<file path="src/ettp_defs.vh">
`ifndef ETTP_DEFS_VH
`define ETTP_DEFS_VH
// ----------------------------------------------------------------
// packet header bytes
// ----------------------------------------------------------------
// commit header, single byte packet
`define ETTP_HDR_COMMIT   8'h0E
// exact-match header, selector sits in bits [1:0]
`define ETTP_HDR_EXACT    8'h90
// short-address header
`define ETTP_HDR_SHORT    8'hA0
// ----------------------------------------------------------------
// field codes
// ----------------------------------------------------------------
// address selector codes
`define ETTP_SEL_ENTRY0   2'h0
`define ETTP_SEL_ENTRY1   2'h1
`define ETTP_SEL_ENTRY2   2'h2
// element select codes
`define ETTP_ELEM_EXC     2'h1
`define ETTP_ELEM_TGT_EXC 2'h2
// exception type codes that carry meaning
`define ETTP_TYPE_RESET   5'h00
`define ETTP_TYPE_HALT    5'h01
`define ETTP_TYPE_FIQ     5'h0F
`define ETTP_TYPE_IMPL0   5'h10
`define ETTP_TYPE_TXFAIL  5'h18
// ----------------------------------------------------------------
// widths and sizes
// ----------------------------------------------------------------
`define ETTP_BYTE_W       8
`define ETTP_FIFO_DEPTH   32
`define ETTP_FIFO_AW      5
`define ETTP_PKT_BYTES    7
`define ETTP_MORE_BIT     7
`endif

</file>
<file path="src/ettp_encoder.v">
`include "ettp_defs.vh"

// ----------------------------------------------------------------
// fifo between packer and sink
// ----------------------------------------------------------------
module ettp_fifo #(
  parameter WIDTH = 8,
  parameter DEPTH = 32,
  parameter AW    = 5
) (
  input  wire             clk_in,
  input  wire             rst_n_in,
  input  wire             wr_valid_in,
  output wire             wr_ready_out,
  input  wire [WIDTH-1:0] wr_data_in,
  output wire             rd_valid_out,
  input  wire             rd_ready_in,
  output wire [WIDTH-1:0] rd_data_out
);
  reg [WIDTH-1:0] mem_ff [0:DEPTH-1]; // storage, no reset needed
  reg [AW-1:0]    wr_ptr_ff;          // next write slot
  reg [AW-1:0]    rd_ptr_ff;          // next read slot
  reg [AW:0]      count_ff;           // words held

  // full and empty come from the count, so they never lie
  assign wr_ready_out = (count_ff != DEPTH[AW:0]);
  assign rd_valid_out = (count_ff != {(AW+1){1'b0}});
  assign rd_data_out  = mem_ff[rd_ptr_ff];
  wire   do_wr        = wr_valid_in & wr_ready_out; // push this edge
  wire   do_rd        = rd_valid_out & rd_ready_in; // pop this edge

  // storage write
  always @(posedge clk_in)
  begin
    if (do_wr)
      mem_ff[wr_ptr_ff] <= wr_data_in;
  end

  // pointers and count
  always @(posedge clk_in or negedge rst_n_in)
  begin
    if (!rst_n_in)
    begin
      wr_ptr_ff <= {AW{1'b0}};
      rd_ptr_ff <= {AW{1'b0}};
      count_ff  <= {(AW+1){1'b0}};
    end
    else
    begin
      if (do_wr)
        wr_ptr_ff <= wr_ptr_ff + {{(AW-1){1'b0}}, 1'b1};
      if (do_rd)
        rd_ptr_ff <= rd_ptr_ff + {{(AW-1){1'b0}}, 1'b1};
      // simultaneous push and pop leaves the count alone
      if (do_wr & ~do_rd)
        count_ff <= count_ff + {{AW{1'b0}}, 1'b1};
      else if (do_rd & ~do_wr)
        count_ff <= count_ff - {{AW{1'b0}}, 1'b1};
    end
  end
endmodule

// ----------------------------------------------------------------
// packet encoder top
// ----------------------------------------------------------------
module ettp_encoder (
  input  wire        clk_in,
  input  wire        rst_n_in,
  input  wire        ev_valid_in,     // event offered
  output wire        ev_ready_out,    // event may be taken
  input  wire        ev_is_commit_in, // 1 commit, 0 exception
  input  wire [4:0]  exc_type_in,     // exception type
  input  wire [1:0]  elem_sel_in,     // element select
  input  wire [31:0] ret_addr_in,     // preferred return address
  input  wire [31:0] hist0_in,        // address history entry 0
  input  wire [31:0] hist1_in,        // address history entry 1
  input  wire [31:0] hist2_in,        // address history entry 2
  output wire        drop_out,        // event refused as reserved
  output wire        byte_valid_out,  // stream byte valid
  input  wire        byte_ready_in,   // sink takes byte
  output wire [7:0]  byte_data_out    // stream byte
);
  // ----------------------------------------------------------------
  // state and registers
  // ----------------------------------------------------------------
  localparam ST_IDLE = 2'b01; // waiting for an event
  localparam ST_SEND = 2'b10; // pushing packet bytes

  reg [1:0]  state_ff;     // one-hot state
  reg [1:0]  nxt_state;
  reg [55:0] pkt_ff;       // packed bytes, next byte lowest
  reg [55:0] nxt_pkt;
  reg [2:0]  len_ff;       // bytes left to push
  reg [2:0]  nxt_len;
  reg        rdy_ff;       // event ready, registered
  reg        nxt_rdy;
  reg        drop_ff;      // one-cycle refusal pulse
  reg        nxt_drop;
  reg        ovalid_ff;    // output stage valid
  reg [7:0]  obyte_ff;     // output stage byte
  wire       push_valid;
  wire       push_ready;
  wire       pop_valid;
  wire [7:0] pop_data;
  wire       pop_take;
  // ----------------------------------------------------------------
  // exception field checks and address compression
  // ----------------------------------------------------------------
  reg        type_ok;      // type code is one we may emit
  reg        elem_ok;      // element select is defined
  reg [1:0]  sel;          // matching history entry
  reg        exact;        // exact match found
  reg [29:0] addr_w;       // return address without low bits
  reg [29:0] diff_w;       // bits differing from entry 0
  reg [2:0]  n_addr;       // address bytes in short packet
  reg [39:0] addr_bytes;   // five address bytes, flagged

  always @*
  begin
    case (exc_type_in)
      5'h00, 5'h01, 5'h02, 5'h03, 5'h04, 5'h06, 5'h07: type_ok = 1'b1;
      5'h0A, 5'h0B, 5'h0C, 5'h0E, 5'h0F:               type_ok = 1'b1;
      default: type_ok = ({exc_type_in[4:3], 3'h0} == `ETTP_TYPE_IMPL0);
    endcase
    type_ok = type_ok & (exc_type_in != `ETTP_TYPE_TXFAIL);
    elem_ok = (elem_sel_in == `ETTP_ELEM_EXC) || (elem_sel_in == `ETTP_ELEM_TGT_EXC);
    exact = 1'b1;
    sel   = `ETTP_SEL_ENTRY0;
    if (ret_addr_in == hist0_in)
      sel = `ETTP_SEL_ENTRY0;
    else if (ret_addr_in == hist1_in)
      sel = `ETTP_SEL_ENTRY1;
    else if (ret_addr_in == hist2_in)
      sel = `ETTP_SEL_ENTRY2;
    else
      exact = 1'b0;
    addr_w = ret_addr_in[31:2];
    diff_w = addr_w ^ hist0_in[31:2];
    n_addr = (diff_w[29:28] != 2'h0)  ? 3'h5 :
             (diff_w[27:21] != 7'h00) ? 3'h4 :
             (diff_w[20:14] != 7'h00) ? 3'h3 :
             (diff_w[13:7]  != 7'h00) ? 3'h2 : 3'h1;
    // byte k flags more when n_addr exceeds k+1
    addr_bytes = {1'b0, 5'h00, addr_w[29:28],
                  (n_addr > 3'h4), addr_w[27:21],
                  (n_addr > 3'h3), addr_w[20:14],
                  (n_addr > 3'h2), addr_w[13:7],
                  (n_addr > 3'h1), addr_w[6:0]};
  end

  // ----------------------------------------------------------------
  // packer state machine
  // ----------------------------------------------------------------
  // a whole packet is loaded at once, then shifted out a byte a cycle
  always @*
  begin
    nxt_state = state_ff;
    nxt_pkt   = pkt_ff;
    nxt_len   = len_ff;
    nxt_rdy   = rdy_ff;
    nxt_drop  = 1'b0;
    case (state_ff)
      ST_IDLE:
      begin
        if (ev_valid_in && rdy_ff)
        begin
          nxt_rdy = 1'b0;
          if (ev_is_commit_in)
          begin
            nxt_pkt   = {48'h0, `ETTP_HDR_COMMIT};
            nxt_len   = 3'h1;
            nxt_state = ST_SEND;
          end
          else if (!type_ok || !elem_ok)
          begin
            nxt_drop = 1'b1;
            nxt_rdy  = 1'b1;
          end
          else if (exact)
          begin
            nxt_pkt   = {40'h0, elem_sel_in, 1'b0, exc_type_in,
                         (`ETTP_HDR_EXACT | {6'h00, sel})};
            nxt_len   = 3'h2;
            nxt_state = ST_SEND;
          end
          else
          begin
            nxt_pkt   = {addr_bytes, elem_sel_in, 1'b0, exc_type_in,
                         `ETTP_HDR_SHORT};
            nxt_len   = n_addr + 3'h2;
            nxt_state = ST_SEND;
          end
        end
      end
      ST_SEND:
      begin
        if (push_ready)
        begin
          nxt_pkt = {8'h00, pkt_ff[55:8]};
          nxt_len = len_ff - 3'h1;
          if (len_ff == 3'h1)
          begin
            nxt_state = ST_IDLE;
            nxt_rdy   = 1'b1;
          end
        end
      end
      default:
      begin
        nxt_state = ST_IDLE;
        nxt_rdy   = 1'b1;
      end
    endcase
  end

  // state registers
  always @(posedge clk_in or negedge rst_n_in)
  begin
    if (!rst_n_in)
    begin
      state_ff <= ST_IDLE;
      pkt_ff   <= 56'h0;
      len_ff   <= 3'h0;
      rdy_ff   <= 1'b1;
      drop_ff  <= 1'b0;
    end
    else
    begin
      state_ff <= nxt_state;
      pkt_ff   <= nxt_pkt;
      len_ff   <= nxt_len;
      rdy_ff   <= nxt_rdy;
      drop_ff  <= nxt_drop;
    end
  end
  assign push_valid = state_ff[1];
  // ----------------------------------------------------------------
  // byte fifo and output stage
  // ----------------------------------------------------------------
  // full fifo stalls the packer, which stalls ev_ready_out
  ettp_fifo #(
    .WIDTH (`ETTP_BYTE_W),
    .DEPTH (`ETTP_FIFO_DEPTH),
    .AW    (`ETTP_FIFO_AW)
  ) u_fifo (
    .clk_in       (clk_in),
    .rst_n_in     (rst_n_in),
    .wr_valid_in  (push_valid),
    .wr_ready_out (push_ready),
    .wr_data_in   (pkt_ff[7:0]),
    .rd_valid_out (pop_valid),
    .rd_ready_in  (pop_take),
    .rd_data_out  (pop_data)
  );
  // refill the output stage when empty or being taken
  assign pop_take = pop_valid & (~ovalid_ff | byte_ready_in);
  always @(posedge clk_in or negedge rst_n_in)
  begin
    if (!rst_n_in)
    begin
      ovalid_ff <= 1'b0;
      obyte_ff  <= 8'h00;
    end
    else if (~ovalid_ff | byte_ready_in)
    begin
      ovalid_ff <= pop_valid;
      if (pop_valid)
        obyte_ff <= pop_data;
    end
  end
  assign ev_ready_out   = rdy_ff;
  assign drop_out       = drop_ff;
  assign byte_valid_out = ovalid_ff;
  assign byte_data_out  = obyte_ff;
endmodule

</file>
<file path="config.mk">
export PLATFORM = sky130hd
export DESIGN_NAME = ettp_encoder
export DESIGN_NICKNAME = d
export VERILOG_FILES = /design/src/ettp_encoder.v
export VERILOG_INCLUDE_DIRS = /design/src
export SDC_FILE = /design/constraint.sdc
export NUM_CORES = 1
export LEC_CHECK = 0
export ABC_AREA = 1
export BUFFER_PORTS_ARGS = -buffer_cell sky130_fd_sc_hd__buf_2
export CELL_PAD_IN_SITES_DETAIL_PLACEMENT = 1
export CELL_PAD_IN_SITES_GLOBAL_PLACEMENT = 1
export CORE_UTILIZATION = 40
export CTS_CLUSTER_SIZE = 16
export DETAILED_ROUTE_END_ITERATION = 16
export GPL_ROUTABILITY_DRIVEN = 0
export PLACE_DENSITY_LB_ADDON = 0.1
export RECOVER_POWER = 100
export SLEW_MARGIN = 20
export SYNTH_ARGS = -nofsm -noshare
export SYNTH_HDL_FRONTEND = slang
export SYNTH_HIERARCHICAL = 1
export SYNTH_SLANG_ARGS = --single-unit
export TNS_END_PERCENT = 50
</file>
<file path="constraint.sdc">
create_clock -name clk_in -period 4 [get_ports clk_in]
set_input_delay 0.4 -clock clk_in [delete_from_list [all_inputs] [get_ports clk_in]]
set_output_delay 0.4 -clock clk_in [all_outputs]
set_load 0.02 [all_outputs]
</file>
==> impl_summary.txt <==
----------------------------------------------------
[Final layout]
  Seq. cell area ... around 10000 µm²
  Diode insertion count for antenna repair ... 0
  Area growth from synthesis to layout ... 15.47%
  Layout cell share with drive strength beyond 1 ... 11.52%
  Post-layout net count ... ~2.1k
  Area occupied by multi-input gates ... 5493 µm²
  Post-route insts no fill ... between 2k and 3k
  Fill cells ... 4736

[Critical path]
  Classification of the worst setup path ... register to register
  Slowest CP cell ... nor3_1
  Largest delay share family, worst path ... simple AND/OR/NAND/NOR gates
  Crit-path cells ... inv_1, nand3_1, inv_1, nand3b_1, nand2_2, clkbuf_1, nor3_1
  Critical path buffers and inverters ... 3
  Crit path top cell by count ... inv_1
  Data arrival time at the worst-slack endpoint ... about 3500 ps
  Type of origin of the critical path ... register
  Worst EP required ... 4130 ps
  CP max FO ... 36
  Max stage delay on crit path ... 1450 ps
  Setup crit end kind ... register

[Status]
  Run status ... finished with violations
  Violations in the final reports ... max-capacitance violations, max-slew violations

[STA]
  Final Max Slew Viols ... 351
  Crit path time final ... approximately 3300 ps
  Final hold slack ... 129.6 ps
  Setup TNS ... 0 ps
  Post-Route Skew ... 27.29 ps
  Number of setup violations in the final report ... 0
  Final critical-path share of the clock period ... 83.69%
  Worst setup slack after layout ... approximately 650 ps
  Final hold violations ... 0
  Max Clk Rate ... 298.7 MHz
  Worst-case headroom to the max-slew limit ... -35.14%
  Worst slew pin tran ... 2027 ps
  Setup repair after global routing missed its margin ... false

[Clocking]
  Insertion delay to the later sink of the worst-skew pair ... 530 ps
  Max clock buf depth ... 3
  Num CTS Buffers ... 38
  CTS tree ... yes
  H-tree level count ... 2
  Num Clock Sinks ... around 340
  Clk root buf ... clkbuf_16
  Clock edge transition at the registers on the reported setup and hold paths ... around 60 ps

[Power]
  Total leakage power ... 8.321 nW
  Post-route total power ... 0.01376 W
  Power Dens Cells ... 723.2 nW/µm²
  Peak VDD IR ... around 0.34 mV

[Drt]
  Via count ... 12.61k
  Via/cell ratio ... around 5.0
  Number of iterations in the first detailed-routing pass ... 4
  First DRT Iteration DRCs ... 668
  DR top layer ... met4
  Antenna-violating nets left ... 0
  Mean routed wirelength per cell ... 18.28 µm
  DRC errors left ... 0
  Met2 layer wire length in the routed design ... 24570 µm
  Routed WL ... 46280 µm
  Met1 wire length ... 19390 µm
  Amount of wire on met3 after detailed routing ... 1335 µm

[Yosys]
  Number of distinct library cells after synthesis ... 36
  Synth Instances ... approximately 1.8k
  Syn avg cell area ... a little over 9 µm²
  Sequential element share of the synthesized area ... 59.11%
  Synth area leaders ... edfxtp_1 47%, nand2_1 14%, dfrtp_1 12%, nand3_1 5.5%, inv_1 4.9%
  Cell accounting for the most synthesized area ... edfxtp_1
  Async SR Flop Fraction ... 24.26%
  FF+latch count, synth ... around 340
  Number of flops mapped to enable cells by yosys ... ~260
  Leading register cell type out of synthesis ... edfxtp_1
  Total nets after synthesis ... a little under 2k
  Summed instance area of the synthesized netlist ... 16480 µm²
  Area share of the largest cell type after synthesis ... 46.65%
  Count of warnings emitted by yosys ... 6

[Global route]
  Remaining global-route overflow ... 0
  Overall fraction of global-route tracks in use ... 22.68%
  Antenna violations before repair ... 0
  Maximum number of pins on one net before global-route repair ... between 100 and 150
  Global-route wire length before repair ... between 70000 and 80000 µm
  Number of global-route vias before repair ... 13.37k

[Floorplan]
  Y dimension of the die ... 205.0 µm
  Die Wd ... 205.0 µm
  FP Rows ... 73
  Core Area ... 40190 µm²
  Number of top-level pins ... 151
  Die area ... roughly 42000 µm²
  Starting density of the core ... 41.01%

[Place]
  Half-perimeter wire length after detailed placement ... 30550 µm
  Placed Cells incl. Taps ... 2461
  Worst slack at placement ... between 1000 and 1500 ps
  Count of input and output buffers ... 150

[Min path]
  Path category of the worst min-delay check ... primary input to register

[Job]
  Count of max-cap constraint violations ... 11

----------------------------------------------------
-- metrics by stage --
stage	utilization, %	area [µm²]
2_1_floorplan	-	16480
3_3_place_gp	44.63	17940
3_5_place_dp	44.65	17940
4_1_cts	47.78	19200
5_1_grt	47.35	19030
6_report	47.35	19030
-- worst paths after layout --
check / start / endpoint / slack, ps / cells past startpoint
max: u_fifo/count_ff[0] / u_fifo/mem_ff[21][6] / 650 / 7
min: ev_valid_in / drop_out / 130 / 3
max reg2reg: u_fifo/count_ff[0] / u_fifo/mem_ff[21][6] / 650 / 7
min reg2reg: byte_data_out[4] / byte_data_out[4] / 480 / 2
max in group asynchronous: rst_n_in / pkt_ff[33] / 1180 / 3
min in group asynchronous: rst_n_in / byte_data_out[4] / 840 / 2
-- power by group --
part | switching [W] | internal (W) | total, W
logic | 0.00375 | 0.00144 | 0.00519
registers | 0.000318 | 0.00475 | 0.00507
clock network | 0.00138 | 0.00212 | 0.00350
-- Yosys cell counts (13+ instances only) --
cell type,number
buf_2,46
o21ai_0,20
nor3_1,33
edfxtp_1,256
xnor2_1,72
nand2_1,613
nor2_1,98
nand3_1,181
ha_1,16
dfrtp_1,80
a21oi_1,70
clkbuf_1,13
inv_1,217
-- state kept, by name, summed over array words and instances (netlist names) --
register          count
byte_data_out         8
byte_valid_out        1
drop_out              1
ev_ready_out          1
len_ff                3
pkt_ff               50
state_ff              2
u_fifo/count_ff       6
u_fifo/mem_ff       256
u_fifo/rd_ptr_ff      5
u_fifo/wr_ptr_ff      5
-- metal layers --
layer  GRT usage (%)  vias to the layer above
li1                -                     6172
met4           6.190                        0
met1           27.30                     6185
met2           42.31                      204
met5               0                        -
met3           2.673                       51
-- layout by cell type, fill, tap and decap left out, types with 3 or more instances in the layout --
cell type	netlist	routed
o211ai_1	10	10
dfrtp_1	80	78
inv_1	217	217
inv_2	7	6
a31oi_1	10	10
a22oi_1	3	3
o21ai_0	20	24
clkinv_1	6	11
clkbuf_8	0	3
buf_2	46	138
nand2_2	5	3
buf_4	8	12
a21oi_1	70	70
clkinv_2	0	6
nand3_1	181	181
xor2_1	9	9
clkbuf_1	13	58
bufinv_16	0	3
ha_1	16	16
a21oi_2	7	7
nand2_1	613	615
xnor2_1	72	72
nor3_1	33	33
edfxtp_1	256	256
clkbuf_16	0	41
nor2_1	98	98
nand4_1	5	5
-- worst reg2reg max path, cell delays in order, from the launching register on --
cell and delay, ps:
dfrtp_1 390, inv_1 90, nand3_1 90, inv_1 60, nand3b_1 160, nand2_2 70, clkbuf_1 630, nor3_1 1470
-- area by class of cell --
class,instances,share of cell area (%)
timing repair buffer,202,5.346
tap,525,3.452
inverter,230,4.543
multi-input combinational,1167,28.86
clock inverter,14,0.7496
clock buffer,55,5.825
sequential,338,51.22
-- cells by family after synthesis --
| kind of cell | synth area share, % |
|---|---|
| AO/OA/AOI/OAI | 4.464 |
| AND/OR/NAND/NOR | 23.26 |
| adder cells (fa/ha/maj) | 1.336 |
| XOR/XNOR | 4.305 |
| flip-flops | 59.11 |
| buffers and inverters | 7.524 |
-- what timing repair did --
action | in CTS | in global routing
hold buffers | 1 | 0
buffers inserted | 0 | 0
resized for setup | 0 | 0
hold endpoints to repair | 6 | 0
Power figures use the tool's default switching activity.
